==> src/common/spi_flash_dma_defines.vh <==
`ifndef SPI_FLASH_DMA_DEFINES_VH
`define SPI_FLASH_DMA_DEFINES_VH

// ****************************************************************
// Mode bits and serial timing.
// ****************************************************************
`define SFD_CPOL 1
`define SFD_CPHA 0
`define SFD_HALF_SRC0 6'h04
`define SFD_HALF_SRC1 6'h08
`define SFD_HALF_SRC2 6'h10
`define SFD_HALF_SRC3 6'h20
`define SFD_SRC0 2'h0
`define SFD_SRC1 2'h1
`define SFD_SRC2 2'h2
`define SFD_LAST_EDGE 5'h0F
`define SFD_EDGE_ZERO 5'h00
`define SFD_TICK_ONE 6'h01

// ****************************************************************
// Outgoing fill while receiving.
// ****************************************************************
`define SFD_FILL_ZERO 2'h0
`define SFD_FILL_ONE 2'h1
`define SFD_FILL_ALT 2'h2
`define SFD_PAT_ZERO 8'h00
`define SFD_PAT_ONE 8'hFF
`define SFD_PAT_ALT 8'hAA

// ****************************************************************
// Command buffer and counts.
// ****************************************************************
`define SFD_CMD_EIGHT 4'h8
`define SFD_CMD_ZERO 3'h0
`define SFD_LAST_LANE 2'h3
`define SFD_LANE_ZERO 2'h0
`define SFD_CNT_ZERO 24'h000000
`define SFD_CNT_ONE 24'h000001
`define SFD_WORD_ROUND 25'h0000003
`define SFD_WORDS_ZERO 23'h000000
`define SFD_WORDS_ONE 23'h000001
`define SFD_WORD_W 32

// ****************************************************************
// Bus master encodings.
// ****************************************************************
`define SFD_HTRANS_IDLE 2'h0
`define SFD_HTRANS_NONSEQ 2'h2
`define SFD_HSIZE_WORD 3'h2
`define SFD_ADDR_STEP 32'h00000004

`endif

==> src/hdl/spi_flash_dma.v <==
`timescale 1ns/1ns
`include "spi_flash_dma_defines.vh"

// Overview of operation
// - All four clock polarity and phase modes.
// - Acts only as serial master.
// - Transmit pin is MOSI, receive is MISO.
// - Four wires, select driven by hardware.
// - Command buffer start launches each transaction.
// - Bit order selectable, LSB or MSB.
// - Byte order selectable for data words.
// - Bulk data moves both directions.
// - Internal bus master uses software address.
// - Configuration arrives through separate control port.
// - Data crosses through a word buffer.
// - Serial rate picked from four sources.
// - Assigned pin bypasses its general function.
// - Sources are 1/8, 1/16, 1/32, 1/64 of system clock rate.
// - Direction bit: 1 sends, 0 receives.
// - Start runs command, data, then complete.
// - Receive fill: zero, one, alternate, byte.
module spi_flash_dma (
  // Clock and reset.
  input wire i_sys_clk,
  input wire i_rst,
  // Configuration.
  input wire [1:0] i_mode,
  input wire i_lsb_first,
  input wire i_little_endian,
  input wire [1:0] i_flash_clock_source_sel,
  input wire [1:0] i_tx_fill_sel,
  input wire [7:0] i_tx_fill_byte,
  // Command buffer and transaction control.
  input wire [63:0] i_command_bytes,
  input wire [7:0] i_command_dir,
  input wire [2:0] i_command_count,
  input wire [23:0] i_wdata_count,
  input wire [23:0] i_rdata_count,
  input wire [31:0] i_dma_start_addr,
  input wire i_transaction_go,
  input wire i_complete_clear,
  // Status.
  output reg o_busy,
  output reg o_transaction_complete,
  output reg [63:0] o_command_rx_bytes,
  // Bus master.
  output reg [31:0] o_haddr,
  output wire [1:0] o_htrans,
  output reg o_hwrite,
  output wire [2:0] o_hsize,
  output reg [31:0] o_hwdata,
  input wire [31:0] i_hrdata,
  input wire i_hready,
  // Serial flash link.
  output reg o_sck,
  output reg o_mosi,
  output reg o_flash_select_n,
  input wire i_miso,
  // Shared general pin.
  input wire i_general_pin_sel,
  input wire i_general_pin_out,
  input wire i_general_pin_oe,
  output wire o_general_pin_out,
  output wire o_general_pin_oe
);

  localparam ST_IDLE = 4'h1;
  localparam ST_CMD = 4'h2;
  localparam ST_DATA = 4'h4;
  localparam ST_DONE = 4'h8;

  reg [3:0] state_q;
  reg cpol_q, cpha_q, lsb_q, le_q, rd_mode_q;
  reg [5:0] half_q;
  reg [7:0] fill_q;
  reg [63:0] cmd_q;
  reg [7:0] dir_q;
  reg [3:0] cmd_n_q;
  reg [2:0] idx_q;
  reg [23:0] left_q;
  reg [1:0] lane_q;
  reg [31:0] acc_q;
  reg acc_v_q;
  reg eng_busy_q, byte_done_q;
  reg [4:0] edge_q;
  reg [5:0] tick_q;
  reg [7:0] tx_sh_q, rx_sh_q;
  reg miso_m_q, miso_s_q;
  reg addr_ph_q, data_ph_q;
  reg [22:0] words_q;
  reg [5:0] half_d;
  reg [7:0] fill_d;
  reg [7:0] tx_byte;
  reg load_byte;
  wire [1:0] lane_sel;
  wire [24:0] wround;
  wire buf_wr_ready, buf_rd_valid;
  wire [31:0] buf_rd_data;
  wire dma_push, dma_pop, spi_pop, dma_idle, dma_start;

  function [2:0] bit_pos;
    input [2:0] k;
    input lsb;
    begin
      bit_pos = lsb ? k : ~k;
    end
  endfunction

  assign lane_sel = le_q ? lane_q : ~lane_q;
  assign wround = {1'b0, i_wdata_count} + `SFD_WORD_ROUND;
  assign o_htrans = addr_ph_q ? `SFD_HTRANS_NONSEQ : `SFD_HTRANS_IDLE;
  assign o_hsize = `SFD_HSIZE_WORD;
  assign o_general_pin_out = i_general_pin_sel ? o_flash_select_n : i_general_pin_out;
  assign o_general_pin_oe = i_general_pin_sel ? 1'b1 : i_general_pin_oe;

  // ****************************************************************
  // Clock source and fill pattern selection.
  // ****************************************************************
  always @* begin
    case (i_flash_clock_source_sel)
      `SFD_SRC0: half_d = `SFD_HALF_SRC0;
      `SFD_SRC1: half_d = `SFD_HALF_SRC1;
      `SFD_SRC2: half_d = `SFD_HALF_SRC2;
      default: half_d = `SFD_HALF_SRC3;
    endcase
    case (i_tx_fill_sel)
      `SFD_FILL_ZERO: fill_d = `SFD_PAT_ZERO;
      `SFD_FILL_ONE: fill_d = `SFD_PAT_ONE;
      `SFD_FILL_ALT: fill_d = `SFD_PAT_ALT;
      default: fill_d = i_tx_fill_byte;
    endcase
  end

  // ****************************************************************
  // Byte launch decision.
  // ****************************************************************
  always @* begin
    load_byte = 1'b0;
    tx_byte = fill_q;
    if (!eng_busy_q && !byte_done_q) begin
      if (state_q == ST_CMD) begin
        load_byte = 1'b1;
        tx_byte = dir_q[idx_q] ? cmd_q[{idx_q, 3'h0} +: 8] : fill_q;
      end else if (state_q == ST_DATA && left_q != `SFD_CNT_ZERO) begin
        if (!rd_mode_q) begin
          load_byte = buf_rd_valid;
          tx_byte = buf_rd_data[{lane_sel, 3'h0} +: 8];
        end else begin
          load_byte = ~acc_v_q;
          tx_byte = fill_q;
        end
      end
    end
  end

  assign spi_pop = load_byte & ~rd_mode_q & (state_q == ST_DATA) &
                   (lane_q == `SFD_LAST_LANE || left_q == `SFD_CNT_ONE);

  // ****************************************************************
  // Serial bit engine.
  // ****************************************************************
  always @(posedge i_sys_clk) begin
    if (i_rst) begin
      miso_m_q <= 1'b0;
      miso_s_q <= 1'b0;
      eng_busy_q <= 1'b0;
      byte_done_q <= 1'b0;
      edge_q <= `SFD_EDGE_ZERO;
      tick_q <= 6'h00;
      tx_sh_q <= 8'h00;
      rx_sh_q <= 8'h00;
      o_sck <= 1'b0;
      o_mosi <= 1'b0;
    end else begin
      miso_m_q <= i_miso;
      miso_s_q <= miso_m_q;
      byte_done_q <= 1'b0;
      if (state_q == ST_IDLE) begin
        o_sck <= i_mode[`SFD_CPOL];
      end else if (state_q == ST_DONE) begin
        o_sck <= cpol_q;
      end
      if (load_byte) begin
        eng_busy_q <= 1'b1;
        edge_q <= `SFD_EDGE_ZERO;
        tick_q <= 6'h00;
        tx_sh_q <= tx_byte;
        if (!cpha_q) begin
          o_mosi <= tx_byte[bit_pos(3'h0, lsb_q)];
        end
      end else if (eng_busy_q) begin
        if (tick_q == half_q - `SFD_TICK_ONE) begin
          tick_q <= 6'h00;
          o_sck <= ~o_sck;
          edge_q <= edge_q + 5'h01;
          if (edge_q[0] == cpha_q) begin
            rx_sh_q[bit_pos(edge_q[3:1], lsb_q)] <= miso_s_q;
          end
          if (cpha_q && !edge_q[0]) begin
            o_mosi <= tx_sh_q[bit_pos(edge_q[3:1], lsb_q)];
          end
          if (!cpha_q && edge_q[0] && edge_q != `SFD_LAST_EDGE) begin
            o_mosi <= tx_sh_q[bit_pos(edge_q[3:1] + 3'h1, lsb_q)];
          end
          if (edge_q == `SFD_LAST_EDGE) begin
            eng_busy_q <= 1'b0;
            byte_done_q <= 1'b1;
          end
        end else begin
          tick_q <= tick_q + 6'h01;
        end
      end
    end
  end

  // ****************************************************************
  // Transaction sequencer.
  // ****************************************************************
  always @(posedge i_sys_clk) begin
    if (i_rst) begin
      state_q <= ST_IDLE;
      cpol_q <= 1'b0;
      cpha_q <= 1'b0;
      lsb_q <= 1'b0;
      le_q <= 1'b0;
      rd_mode_q <= 1'b0;
      half_q <= `SFD_HALF_SRC0;
      fill_q <= `SFD_PAT_ZERO;
      cmd_q <= 64'h0000000000000000;
      dir_q <= 8'h00;
      cmd_n_q <= `SFD_CMD_EIGHT;
      idx_q <= 3'h0;
      left_q <= `SFD_CNT_ZERO;
      lane_q <= `SFD_LANE_ZERO;
      acc_q <= 32'h00000000;
      acc_v_q <= 1'b0;
      o_busy <= 1'b0;
      o_transaction_complete <= 1'b0;
      o_command_rx_bytes <= 64'h0000000000000000;
      o_flash_select_n <= 1'b1;
    end else begin
      if (acc_v_q && buf_wr_ready) begin
        acc_v_q <= 1'b0;
        acc_q <= 32'h00000000;
      end
      if (state_q == ST_DONE) begin
        o_transaction_complete <= 1'b1;
      end else if (i_complete_clear) begin
        o_transaction_complete <= 1'b0;
      end
      case (state_q)
        ST_IDLE: begin
          if (i_transaction_go) begin
            cpol_q <= i_mode[`SFD_CPOL];
            cpha_q <= i_mode[`SFD_CPHA];
            lsb_q <= i_lsb_first;
            le_q <= i_little_endian;
            half_q <= half_d;
            fill_q <= fill_d;
            cmd_q <= i_command_bytes;
            dir_q <= i_command_dir;
            cmd_n_q <= (i_command_count == `SFD_CMD_ZERO) ? `SFD_CMD_EIGHT : {1'b0, i_command_count};
            rd_mode_q <= (i_wdata_count == `SFD_CNT_ZERO);
            left_q <= (i_wdata_count != `SFD_CNT_ZERO) ? i_wdata_count : i_rdata_count;
            idx_q <= 3'h0;
            lane_q <= `SFD_LANE_ZERO;
            o_flash_select_n <= 1'b0;
            o_busy <= 1'b1;
            state_q <= ST_CMD;
          end
        end
        ST_CMD: begin
          if (byte_done_q) begin
            if (!dir_q[idx_q]) begin
              o_command_rx_bytes[{idx_q, 3'h0} +: 8] <= rx_sh_q;
            end
            idx_q <= idx_q + 3'h1;
            if ({1'b0, idx_q} == cmd_n_q - 4'h1) begin
              state_q <= ST_DATA;
            end
          end
        end
        ST_DATA: begin
          if (byte_done_q) begin
            lane_q <= lane_q + 2'h1;
            left_q <= left_q - `SFD_CNT_ONE;
            if (rd_mode_q) begin
              acc_q[{lane_sel, 3'h0} +: 8] <= rx_sh_q;
              if (lane_q == `SFD_LAST_LANE || left_q == `SFD_CNT_ONE) begin
                acc_v_q <= 1'b1;
              end
            end
          end else if (left_q == `SFD_CNT_ZERO && !eng_busy_q && !acc_v_q && !buf_rd_valid && dma_idle &&
                       words_q == `SFD_WORDS_ZERO) begin
            state_q <= ST_DONE;
          end
        end
        ST_DONE: begin
          o_flash_select_n <= 1'b1;
          o_busy <= 1'b0;
          state_q <= ST_IDLE;
        end
        default: begin
          state_q <= ST_IDLE;
        end
      endcase
    end
  end

  // ****************************************************************
  // Bus master moving data words.
  // ****************************************************************
  assign dma_idle = ~addr_ph_q & ~data_ph_q;
  assign dma_start = dma_idle & o_busy & (rd_mode_q ? buf_rd_valid : (words_q != `SFD_WORDS_ZERO && buf_wr_ready));
  assign dma_pop = dma_start & rd_mode_q;
  assign dma_push = data_ph_q & i_hready & ~o_hwrite;

  always @(posedge i_sys_clk) begin
    if (i_rst) begin
      addr_ph_q <= 1'b0;
      data_ph_q <= 1'b0;
      words_q <= `SFD_WORDS_ZERO;
      o_haddr <= 32'h00000000;
      o_hwrite <= 1'b0;
      o_hwdata <= 32'h00000000;
    end else begin
      if (state_q == ST_IDLE && i_transaction_go) begin
        o_haddr <= i_dma_start_addr;
        words_q <= wround[24:2];
      end else if (dma_start) begin
        addr_ph_q <= 1'b1;
        o_hwrite <= rd_mode_q;
        if (rd_mode_q) begin
          o_hwdata <= buf_rd_data;
        end
      end else if (addr_ph_q && i_hready) begin
        addr_ph_q <= 1'b0;
        data_ph_q <= 1'b1;
      end else if (data_ph_q && i_hready) begin
        data_ph_q <= 1'b0;
        o_haddr <= o_haddr + `SFD_ADDR_STEP;
        if (!o_hwrite) begin
          words_q <= words_q - `SFD_WORDS_ONE;
        end
      end
    end
  end

  word_buffer u_word_buffer (
    .i_sys_clk(i_sys_clk),
    .i_rst(i_rst | (state_q == ST_IDLE)),
    .i_wr_valid(rd_mode_q ? acc_v_q : dma_push),
    .o_wr_ready(buf_wr_ready),
    .i_wr_data(rd_mode_q ? acc_q : i_hrdata),
    .o_rd_valid(buf_rd_valid),
    .i_rd_ready(rd_mode_q ? dma_pop : spi_pop),
    .o_rd_data(buf_rd_data)
  );

endmodule

==> src/hdl/word_buffer.v <==
`timescale 1ns/1ns
`include "spi_flash_dma_defines.vh"

module word_buffer (
  // Clock and reset.
  input wire i_sys_clk,
  input wire i_rst,
  // Fill side.
  input wire i_wr_valid,
  output wire o_wr_ready,
  input wire [`SFD_WORD_W-1:0] i_wr_data,
  // Drain side.
  output wire o_rd_valid,
  input wire i_rd_ready,
  output wire [`SFD_WORD_W-1:0] o_rd_data
);

  reg head_v_q;
  reg spare_v_q;
  reg [`SFD_WORD_W-1:0] head_q;
  reg [`SFD_WORD_W-1:0] spare_q;
  wire push;
  wire pop;

  assign o_wr_ready = ~spare_v_q;
  assign o_rd_valid = head_v_q;
  assign o_rd_data = head_q;
  assign push = i_wr_valid & ~spare_v_q;
  assign pop = i_rd_ready & head_v_q;

  // ****************************************************************
  // Two-entry store; the head word is the registered read data.
  // ****************************************************************
  always @(posedge i_sys_clk) begin
    if (i_rst) begin
      head_v_q <= 1'b0;
      spare_v_q <= 1'b0;
      head_q <= {`SFD_WORD_W{1'b0}};
      spare_q <= {`SFD_WORD_W{1'b0}};
    end else if (pop) begin
      if (spare_v_q) begin
        head_q <= spare_q;
        spare_v_q <= 1'b0;
      end else if (push) begin
        head_q <= i_wr_data;
      end else begin
        head_v_q <= 1'b0;
      end
    end else if (push) begin
      if (head_v_q) begin
        spare_q <= i_wr_data;
        spare_v_q <= 1'b1;
      end else begin
        head_q <= i_wr_data;
        head_v_q <= 1'b1;
      end
    end
  end

endmodule
==> config.mk <==
export PLATFORM = sky130hd
export DESIGN_NAME = spi_flash_dma
export DESIGN_NICKNAME = d
export VERILOG_FILES = /design/src/hdl/spi_flash_dma.v /design/src/hdl/word_buffer.v
export VERILOG_INCLUDE_DIRS = /design/src /design/src/common
export SDC_FILE = /design/constraint.sdc
export NUM_CORES = 1
export LEC_CHECK = 0
export BUFFER_PORTS_ARGS = -buffer_cell sky130_fd_sc_hd__buf_2
export CAP_MARGIN = 20
export CORE_ASPECT_RATIO = 1.75
export CORE_MARGIN = 10
export CORE_UTILIZATION = 40
export CTS_CLUSTER_DIAMETER = 30
export DETAILED_ROUTE_END_ITERATION = 16
export GPL_TIMING_DRIVEN = 0
export PLACE_DENSITY = 0.72
export SLEW_MARGIN = 40
export SYNTH_ARGS = -nofsm -noshare
export SYNTH_HDL_FRONTEND = slang
export SYNTH_SLANG_ARGS = --single-unit
==> constraint.sdc <==
create_clock -name i_sys_clk -period 4.5 [get_ports i_sys_clk]
set_clock_uncertainty 0.2 [all_clocks]
set_input_delay 0.9 -clock i_sys_clk [delete_from_list [all_inputs] [get_ports i_sys_clk]]
set_output_delay 0.9 -clock i_sys_clk [all_outputs]
set_load 0.02 [all_outputs]
Word level (Yosys, flattened, before mapping)
Cells that the tools add are included.
Word-level totals
  register bits after elaboration: 417
  bits of input ports: 212
  output and inout bits: 141
Cells by class
  $add $sub $neg: 13
  magnitude comparators: 5
  equal/unequal tests: 28
  shifts and indexed selects: 6
  muxes and demuxes: 107
  bitwise operators: 29
  reduce and logical (&&, ||, !) cells: 66
Operators with widths (number)
  two-way mux 32 bit: 15
  two-way mux 23 bit: 5
  two-way mux 24 bit: 3
  bitwise mux 64 bit: 1
  variable shift 8 x 8 -> 64 bit, first input constant: 1
  indexed part select 64 x 7 -> 8 bit: 1
  indexed part select 8 x 8 -> 64 bit: 1
  logical NOT 24 bit: 2
  case mux 24 bit (2 select lines): 1
  nonzero test 24 bit: 2
  two-way mux 1 bit: 47
  two-way mux 8 bit: 5
  adder 32 x 3 -> 32 bit, second input constant: 1
  bitwise mux 32 bit: 1
  variable shift 8 x 7 -> 32 bit, first input constant: 1
  indexed part select 32 x 6 -> 8 bit: 1
  indexed part select 8 x 7 -> 32 bit: 1
  AND reduction 3 bit: 9
  adder 24 x 2 -> 25 bit, second input constant: 1
  equality test 24 x 1 -> 1 bit, second input constant: 1
  two-way mux 4 bit: 6
  case mux 8 bit (3 select lines): 1
  subtractor 24 x 1 -> 24 bit, second input constant: 1
  logical NOT 23 bit: 1
  53 further kinds: 145

Logic depth before layout (Yosys ltp)
Gate-level depths: netlist of the first run.
  depth in word-level cells: 12
  mapped depth: 10
  gate-level depth less buffers: 9

By module
Synthesis of the first run repeated with hierarchy kept, for this count alone.
Unflattened totals
  cell total of the unflattened synthesis: 2418
  area, all modules: 19976.7 sq um
Modules (own cells, without submodules)
  spi_flash_dma: instances 1, cells each 2006, area each 16654.7 sq um
  word_buffer: instances 1, cells each 412, area each 3321.9 sq um

Least setup slack after synthesis of the first run
No wires, ideal clock.
  kind: register -> register
  start point: reg idx_q[1]
  end point: reg o_command_rx_bytes[32]
  data arrival time: 2.961 ns
  required time: 4.172 ns
  slack: 1.212 ns
  cell stages (with the launch flop): 10
  path buffers: 2
  cell sequence: dfxtp_1 > clkbuf_1 > buf_1 > inv_1 > ha_1 > ha_1 > nor4b_2 > nand2_1 > mux2i_1 > nor2_1
Between the ends
  longest elaborated chain between the ends: 4
  elaborated cells between the ends (all ways): 8
Ends and longest elaborated chain
  start: declaration: RTL line spi_flash_dma.v:79  | reg [2:0] idx_q;
  start signal: assignment: RTL line spi_flash_dma.v:277  | idx_q <= idx_q + 3'h1;
  branches (longest 4 deep; another with negator 6 -> 8 bit)
  end signal: indexed assignment: RTL line spi_flash_dma.v:275  | o_command_rx_bytes[{idx_q, 3'h0} +: 8] <= rx_sh_q;
  end: declaration: RTL line spi_flash_dma.v:45  | output reg [63:0] o_command_rx_bytes,
Several ways; the timed one is not identified. The select of a mux whose other input is x is not followed.
A chain may end at the register's enable or synchronous reset.

Worst setup path after layout of the first run
  start point: reg idx_q[1]
  end point: reg o_command_rx_bytes[33]
The elaborated chain is that of the path after synthesis.

==> run_results.csv, run 1 <==
group,metric,value,unit
power,swShare,28.7,%
synth,synth_ff_type,"dfxtp_1",
synth,ys_async_sr_fraction,0,%
critical_path,path_max_fanout,10,
grt,grtUsageTotal,24.1,%
status,status,"finished, final reports clean",
grt,grt_start_max_net_pins,15,
final_layout,final_common_cell,"dfxtp_1",
floorplanning,die_area,58300,um2
detailed_routing,viasPerCell,5.60,
grt,grt_pass1_vias,19500,
critical_path,cp.required,4.73,ns
critical_path,critPathCaptureType,"flop",
clocking,clock-sinks,415,
hold_path,hp-class,"reg2reg",
floorplanning,die_y,312,um
floorplanning,core_area,48500,um2
floorplanning,num_rows,107,
hold_path,hold_depth,1,
final_layout,drive_gt1_share,20.5,%
power,p_int,0.00764,W
power,cellLeakagePower,9.45,nW
clocking,clk_pin_slew,0.06,ns
timing,fin_tns_setup,0,ns
place,io_buffers,346,
clocking,root_buffer,"clkbuf_16",
final_layout,final_nets,2955,
hold_path,hp-start,"miso_m_q",
detailed_routing,drc,0,
clocking,clk_latency,0.60,ns
power,ir_drop,301,uV
critical_path,reg2reg_depth,9,
power,seqPwrFrac,37.6,%
synth,yosys_warnings,0,
detailed_routing,firstDrtPassIters,8,
place,dp_hpwl,57200,um
synth,synth_seq_area_share,42.6,%
timing,slew_viol_final,0,
critical_path,worstSetupPathType,"reg2reg",
floorplanning,die_x,187,um
synth,synthCells,2303,
critical_path,reg2reg_to,"o_command_rx_bytes[33]",
place,gp_routability_congestion,0.956,
power,powerDensity,437,nW/um2
critical_path,critPathArrivalTime,4.44,ns
timing,maxSlewHeadroom,41.2,%
power,finalPower,0.0107,W
grt,grt_pass1_wl,111000,um
detailed_routing,wl_per_cell,21.4,um
synth,synth_area_per_cell,8.47,um2
critical_path,reg2reg_slack,0.29,ns
synth,synth_edf_count,0,
power,p_sw,0.00308,W
timing,setup_ws,0.295,ns
detailed_routing,drtIter0Drc,1659,
final_layout,fin_util,50.6,%
final_layout,mostFrequentLayoutCells,"415 x dfxtp_1, 367 x nand2_1, 357 x buf_2, 248 x a21oi_1, 195 x nor2_1",
clocking,cts-resized-gates,0,
timing,finalCriticalPeriod,4.21,ns
clocking,cts_buffer_depth,3,
clocking,cts_tree,"yes",
timing,period_share,93.4,%
flow_run,max-cap-violations,0,
power,pwr-share-comb,12.5,%
timing,rsz0062_at_grt,"no",
detailed_routing,antenna_left,0,
power,pwr-share-clk,49.9,%
grt,antenna_found_initial,3,
synth,syn_area,19500,um2
grt,grt_overflow,0,
hold_path,hold_end,"miso_s_q",
timing,fmax,238,MHz
floorplanning,initial_core_util,40.2,%
critical_path,critPathLaunchType,"flop",
synth,synth-seq-cells,415,
clocking,postCtsSetupRepairBufs,0,
clocking,numCtsBuffers,69,
critical_path,r2r-start,"idx_q[1]",
final_layout,area_growth,25.8,%
place,dpl_worst_slack,0.122,ns
timing,worstMarginPinSlew,0.880,ns
floorplanning,io_pins,353,
timing,hold_viol_final,0,
synth,yosysUniqueCellTypes,78,
clocking,cts-hold-fix-buffers,0,
clocking,htree_levels,3,
detailed_routing,via_count,19200,
timing,setup_violations,0,
detailed_routing,wl,73400,um
## kinds of logic after synthesis
logic type	after synthesis	synth area share, %
and+or+nand+nor	913	21.6
AOI/OAI and AO/OA	491	15.9
DFF	415	42.6
buffers and inverters	218	4.50
muxes	156	9.94
xor gates and xnor gates	87	3.98
adders and majority gates	21	1.35
other	2	0.0385
## routing by layer
layer	vias up	wire (um)	track usage, %	share of wire (%)
li1	9055	-	-	-
met1	9031	26200	24.9	36
met2	892	37600	43.5	51
met3	232	4960	4.73	6.8
met4	2	4590	15.6	6.3
met5	-	7	0	0.0095
## synth_stat cells (11+ instances only)
cell	count	share of area, %
mux2i_1	106	5.4
a211o_1	11	0.49
nand3_1	104	2.7
nor2_1	195	3.8
or3_1	12	0.38
xor2_1	47	2.1
o2bb2ai_1	15	0.67
a22oi_1	15	0.58
a211oi_1	66	2.5
dfxtp_1	415	43
and2_1	16	0.51
nand4_1	46	1.5
and3_1	15	0.48
clkbuf_1	136	2.6
buf_1	17	0.33
buf_2	11	0.28
o22ai_1	11	0.35
nor4_1	25	0.80
nand2b_1	14	0.45
a21oi_1	248	6.4
a31oi_1	19	0.61
a32o_1	19	0.98
xnor2_1	39	1.8
mux4_2	28	3.2
inv_1	42	0.81
nor3_1	54	1.4
nand3b_1	14	0.54
ha_1	21	1.3
o21ai_0	41	1.1
nand2_1	367	7.1
mux2_2	22	1.3
## sequential cells by signal, summed over array words and instances (netlist names), 6 cells and up
signal and cells:
rx_sh_q 8, fill_q 8, o_command_rx_bytes 64, o_hwdata 32, cmd_q 64, tx_sh_q 8
words_q 23, u_word_buffer.spare_q 32, u_word_buffer.o_rd_data 32, tick_q 6, dir_q 8, left_q 24
acc_q 32, o_haddr 32
## power groups by stage
stage                     clock, W  sequential, W  combinational (W)
after global routing       0.00557        0.00405            0.00145
final                      0.00536        0.00403            0.00134
after global placement           0        0.00408            0.00129
after CTS                  0.00540        0.00402            0.00132
after detailed placement         0        0.00410            0.00132
after floorplan                  0        0.00410           0.000762
## per-stage QoR
| stage | hold WS, ns | instance area, um2 | std cells |
|---|---|---|---|
| 6_report | 0.241 | 24500 | 3433 |
| 5_1_grt | 0.250 | 24500 | 3433 |
| 4_1_cts | 0.238 | 24500 | 3431 |
| 3_5_place_dp | 0.224 | 22100 | 3305 |
| 3_3_place_gp | 0.232 | 22100 | 3305 |
| 2_1_floorplan | 0.214 | 19500 | 2305 |
## worst max-delay path by stage
stage	start	endpoint	slack [ns]	cells past startpoint
finish	idx_q[1]	o_command_rx_bytes[33]	0.29	9
global route	idx_q[1]	o_command_rx_bytes[33]	0.03	9
CTS	idx_q[1]	o_command_rx_bytes[33]	0.03	9
detailed placement	idx_q[1]	o_command_rx_bytes[38]	0.12	9
global placement	idx_q[1]	o_command_rx_bytes[36]	0.22	9
floorplan	idx_q[1]	o_command_rx_bytes[32]	1.21	9
## worst max-delay path, cell delays in order (launching register included)
cell and delay, ns:
dfxtp_1 0.56, clkbuf_1 0.60, buf_1 0.61, inv_1 0.16
ha_1 0.23, ha_1 0.33, nor4b_4 0.49, nand2_1 0.49
mux2i_1 0.29, nor2_1 0.09
## final cells by class
class                   instances  area (um2)
diodes                          2        5.00
plain buffers                 174         717
clock buffers                  83        1900
clock inverters                43         477
fillers                      4706       23900
inverters                      44         165
multi-input cells            1672       10400
flip-flops and latches        415        8310
well taps                     654         818
repair buffers                346        1730
Note: power is estimated with default switching activity, not from simulation.
==> run 2, diff against run 1 <==
- CORE_UTILIZATION: 40 -> 25
- PLACE_DENSITY: 0.72 -> 0.54
==> run 2 against run 1 <==
  * First-iteration DRC count down 41%
  * Final cell count up 12%
  * Sequential power about the same
  * Sequential share of layout area fell by 1.6 points
  * Power rose by 14%
  * Worst hold slack better by 0.0050 ns
  * Clock power grew 26%
  * Critical path type unchanged
  * Largest power group unchanged
==> run_results.csv, run 2 (synthesized netlist as in run 1, its figures left out) <==
group,metric,value,unit
flow_run,max-cap-violations,0,
detailed_routing,wl_per_cell,21.4,um
critical_path,crit_family,"buffers and inverters",
grt,grt_overflow,0,
power,finalPower,0.0122,W
critical_path,cp.required,4.86,ns
critical_path,worstSetupPathType,"reg2reg",
clocking,cts-resized-gates,0,
floorplanning,core_area,77400,um2
final_layout,final_common_cell,"dfxtp_1",
timing,slew_viol_final,0,
final_layout,drive_gt1_share,22.0,%
power,ir_drop,292,uV
clocking,clock-sinks,415,
clocking,htree_levels,3,
floorplanning,io_pins,353,
timing,hold_viol_final,0,
grt,grt_start_max_net_pins,13,
floorplanning,die_y,389,um
critical_path,r2r-start,"idx_q[1]",
clocking,postCtsSetupRepairBufs,0,
timing,fmax,244,MHz
final_layout,largestRegisters,"cmd_q (64), o_command_rx_bytes (64)",
hold_path,hp-class,"reg2reg",
status,status,"finished, final reports clean",
detailed_routing,viasPerCell,4.89,
timing,finalCriticalPeriod,4.09,ns
place,dpl_worst_slack,0.125,ns
clocking,clk_pin_slew,0.05,ns
clocking,root_buffer,"clkbuf_16",
critical_path,critPathArrivalTime,4.45,ns
timing,worstMarginPinSlew,0.904,ns
critical_path,path_max_fanout,10,
power,powerDensity,472,nW/um2
clocking,numCtsBuffers,89,
critical_path,cpMostUsedCell,"ha_1",
detailed_routing,drc,0,
detailed_routing,antenna_left,0,
timing,setup_violations,0,
floorplanning,initial_core_util,25.2,%
final_layout,nFillCells,8453,
hold_path,hp-start,"miso_m_q",
final_layout,area_growth,32.2,%
timing,maxSlewHeadroom,39.7,%
detailed_routing,firstDrtPassIters,5,
clocking,clk_latency,0.65,ns
clocking,cts_buffer_depth,3,
place,io_buffers,346,
place,gp_routability_congestion,0.904,
clocking,cts_tree,"yes",
critical_path,path_cells,"clkbuf_2 > buf_1 > inv_1 > ha_1 > ha_1 > nor4_2 > and2_1 > clkbuf_1 > nand3_1 > a21oi_1",
place,dp_hpwl,64400,um
critical_path,cp_slowest_cell,"nor4_2",
critical_path,path_buf_inv,4,
floorplanning,die_area,90000,um2
final_layout,mostFrequentLayoutCells,"415 x dfxtp_1, 367 x nand2_1, 358 x buf_2, 247 x a21oi_1, 195 x nor2_1",
timing,period_share,90.9,%
critical_path,slowest_delay,0.66,ns
floorplanning,die_x,231,um
place,placed_area,22600,um2
final_layout,final_nets,2975,
detailed_routing,wl,82300,um
detailed_routing,drtIter0Drc,976,
critical_path,critPathLaunchType,"flop",
detailed_routing,via_count,18800,
clocking,cts-hold-fix-buffers,0,
power,cellLeakagePower,9.84,nW
critical_path,crit_start,"idx_q[1]",
grt,grt_pass1_wl,121000,um
grt,grt_pass1_vias,19100,
grt,antenna_found_initial,12,
critical_path,critPathCaptureType,"flop",
final_layout,final_area,25800,um2
grt,grtUsageTotal,17.7,%
floorplanning,num_rows,135,
timing,setup_ws,0.409,ns
timing,rsz0062_at_grt,"no",
[run 2: changes by cell type in the layout (fill, tap and decap cells not counted), sizes merged]
| cell | previous run | this run |
|---|---|---|
| clkbuf | 220 | 248 |
| inv | 58 | 57 |
| clkinv | 17 | 19 |
| diode | 2 | 4 |
| buf | 383 | 384 |
| bufinv | 4 | 9 |
| clkinvlp | 8 | 10 |
[run 2: final cells by class]
cell class                      instances  area [um2]  area share (%)
Tap cell                             1027        1280            4.98
Clock inverter                         51         639            2.48
Buffer                                174         729            2.83
Timing Repair Buffer                  346        1730            6.72
Inverter                               44         165           0.641
Multi-Input combinational cell       1672       10400            40.4
Antenna cell                            4        10.0          0.0388
Clock buffer                          112        2490            9.64
Sequential cell                       415        8310            32.2
[run 2: power by group]
part	switching [W]	total, W	leakage [nW]	internal, W
sequential	0.000170	0.00404	3.37	0.00387
clock	0.00231	0.00678	1.51	0.00447
combinational	0.000903	0.00136	4.96	0.000455
total	0.00338	0.0122	9.84	0.00879
[run 2: per-stage QoR]
step	hold slack (ns)	cells	TNS [ns]	utilization [%]
2_1_floorplan	0.214	2305	0	-
3_3_place_gp	0.227	3678	-5.29	29.1
3_5_place_dp	0.237	3678	0	29.2
4_1_cts	0.250	3841	0	33.3
5_1_grt	0.263	3842	0	33.3
6_report	0.246	3845	0	33.3
[run 2: metal layers]
layer  vias up  routed length [um]  GRT usage, %
met2       579               42700          32.0
met5         -                  97             0
met3       169                4490          3.94
met1      8911               31300          19.0
li1       9112                   -             -
met4        16                3710          8.67
[run 2: final timing paths]
check / depth (start not counted) / slack [ns] / to
hold reg to reg: 1 / 0.25 / miso_s_q
hold / removal: 1 / 0.25 / miso_s_q
setup reg to reg: 10 / 0.41 / o_command_rx_bytes[41]
setup / recovery: 10 / 0.41 / o_command_rx_bytes[41]
==> run 3, diff against run 2 <==
==> constraint.sdc (replaced) <==
create_clock -name i_sys_clk -period 4.1 [get_ports i_sys_clk]
set_clock_uncertainty 0.2 [all_clocks]
set_input_delay 0.41 -clock i_sys_clk [delete_from_list [all_inputs] [get_ports i_sys_clk]]
set_output_delay 0.41 -clock i_sys_clk [all_outputs]
set_load 0.02 [all_outputs]
==> run 3 against run 2 <==
  * Power grew 11%
  * Sequential cell count unchanged
  * Clock power rose by 9.7%
  * Count of clock-buffer cells in the layout unchanged
==> run_results.csv, run 3 (synthesized netlist as in run 1, its figures left out) <==
group,metric,value,unit
status,status,"finished, final reports clean",
grt,grt_start_max_net_pins,13,
place,place_inst,3678,
power,cellLeakagePower,10.5,nW
critical_path,cp_slowest_cell,"nor3b_1",
timing,hold_viol_final,0,
critical_path,r2r-start,"left_q[0]",
clocking,htree_levels,3,
grt,grtUsageTotal,18.0,%
detailed_routing,drc,0,
flow_run,max-cap-violations,0,
final_layout,multiInputGateArea,10400,um2
timing,slew_viol_final,0,
clocking,clock-sinks,415,
power,powerDensity,494,nW/um2
final_layout,fin_cells,3999,
detailed_routing,firstDrtPassIters,6,
clocking,cts_tree,"yes",
floorplanning,die_x,231,um
place,dpl_worst_slack,-0.275,ns
final_layout,area_growth,40.1,%
grt,grt_pass1_vias,19800,
clocking,clk_pin_slew,0.05,ns
clocking,root_buffer,"clkbuf_16",
detailed_routing,viasPerCell,4.85,
floorplanning,core_area,77400,um2
final_layout,fin_util,35.3,%
critical_path,critPathLaunchType,"flop",
timing,holdWs,0.0272,ns
clocking,clk_latency,0.65,ns
timing,finalCriticalPeriod,3.81,ns
clocking,numCtsBuffers,89,
floorplanning,io_pins,353,
critical_path,slowest_delay,0.67,ns
final_layout,drive_gt1_share,20.9,%
timing,period_share,92.9,%
timing,worstMarginPinSlew,0.874,ns
critical_path,cp.required,4.48,ns
critical_path,crit_start,"left_q[0]",
timing,setup_ws,0.291,ns
floorplanning,die_area,90000,um2
final_layout,final_common_cell,"dfxtp_1",
final_layout,nFillCells,8256,
grt,grt_overflow,0,
critical_path,path_max_fanout,10,
hold_path,hp-start,"i_hrdata[0]",
timing,fmax,263,MHz
critical_path,critPathCaptureType,"flop",
floorplanning,num_rows,135,
place,dp_hpwl,64400,um
floorplanning,initial_core_util,25.2,%
detailed_routing,antenna_left,0,
timing,setup_violations,0,
hold_path,hp-class,"in2reg",
floorplanning,die_y,389,um
timing,fin_tns_setup,0,ns
critical_path,worstSetupPathType,"reg2reg",
final_layout,largestRegisters,"cmd_q (64), o_command_rx_bytes (64)",
grt,grt_pass1_wl,124000,um
critical_path,path_cells,"inv_1 > ha_1 > nor3b_1 > nand3_1 > o211a_4 > o2111ai_4 > buf_6 > mux2i_1 > a32o_1",
critical_path,critPathArrivalTime,4.19,ns
timing,maxSlewHeadroom,41.7,%
detailed_routing,via_count,19400,
final_layout,final_nets,3129,
detailed_routing,drtIter0Drc,906,
final_layout,mostFrequentLayoutCells,"415 x dfxtp_1, 367 x nand2_1, 359 x buf_2, 247 x a21oi_1, 195 x nor2_1",
timing,rsz0062_at_grt,"no",
clocking,cts_buffer_depth,3,
final_layout,seq_area,8310,um2
clocking,postCtsSetupRepairBufs,0,
grt,antenna_found_initial,5,
power,ir_drop,319,uV
detailed_routing,wl_per_cell,20.9,um
place,io_buffers,346,
detailed_routing,wl,83500,um
place,gp_routability_congestion,0.904,
-- run 3: cell type report --
class | count | area share [%]
antenna | 4 | 0.0366
clock inverter | 51 | 2.34
buffer | 174 | 2.67
clock buffer | 112 | 9.10
timing repair buffer | 500 | 12.0
sequential | 415 | 30.4
tap | 1027 | 4.70
multi-input combinational | 1672 | 38.2
inverter | 44 | 0.604
-- run 3: through the flow --
step / power [W] / cell area, um2
floorplan: 0.00534 / 19500
global placement: 0.00598 / 22500
detailed placement: 0.00601 / 22600
CTS: 0.0136 / 27300
global route: 0.0140 / 27300
finish: 0.0135 / 27300
-- run 3: final timing paths --
kind	end	slack, ns	cells past startpoint
setup / recovery	u_word_buffer.o_rd_data[21]	0.29	9
hold / removal	u_word_buffer.spare_q[0]	0.03	4
setup reg to reg	u_word_buffer.o_rd_data[21]	0.29	9
hold reg to reg	miso_s_q	0.25	1
-- run 3: power breakdown --
part           internal (W)  switching [W]  total (W)  leakage [nW]
combinational      0.000595        0.00102    0.00161          5.61
sequential          0.00424       0.000185    0.00443          3.37
clock               0.00491        0.00254    0.00744          1.51
total               0.00975        0.00374     0.0135          10.5
-- run 3: critical path: cells and delay by family (launching register included) --
kind | cells | cell delay (ns)
compound gates | 3 | 1.04
simple gates | 2 | 1.24
fa+ha+maj | 1 | 0.21
buf+inv | 2 | 0.33
mux | 1 | 0.36
flops | 1 | 0.36
-- run 3: timing repair --
| action | in CTS | in global routing |
|---|---|---|
| hold buffers | 154 | 0 |
| endpoints found under the hold margin | 159 | 0 |
| gates resized for setup | 2 | 0 |
| setup endpoints to repair | 52 | 0 |
-- run 3: per-layer routing --
layer	up-vias	global-route usage (%)	routed length (um)
met2	609	32.9	43700
met4	4	8.62	3750
met5	-	0	27
met1	9187	19.5	32100
li1	9412	-	-
met3	166	3.40	3910
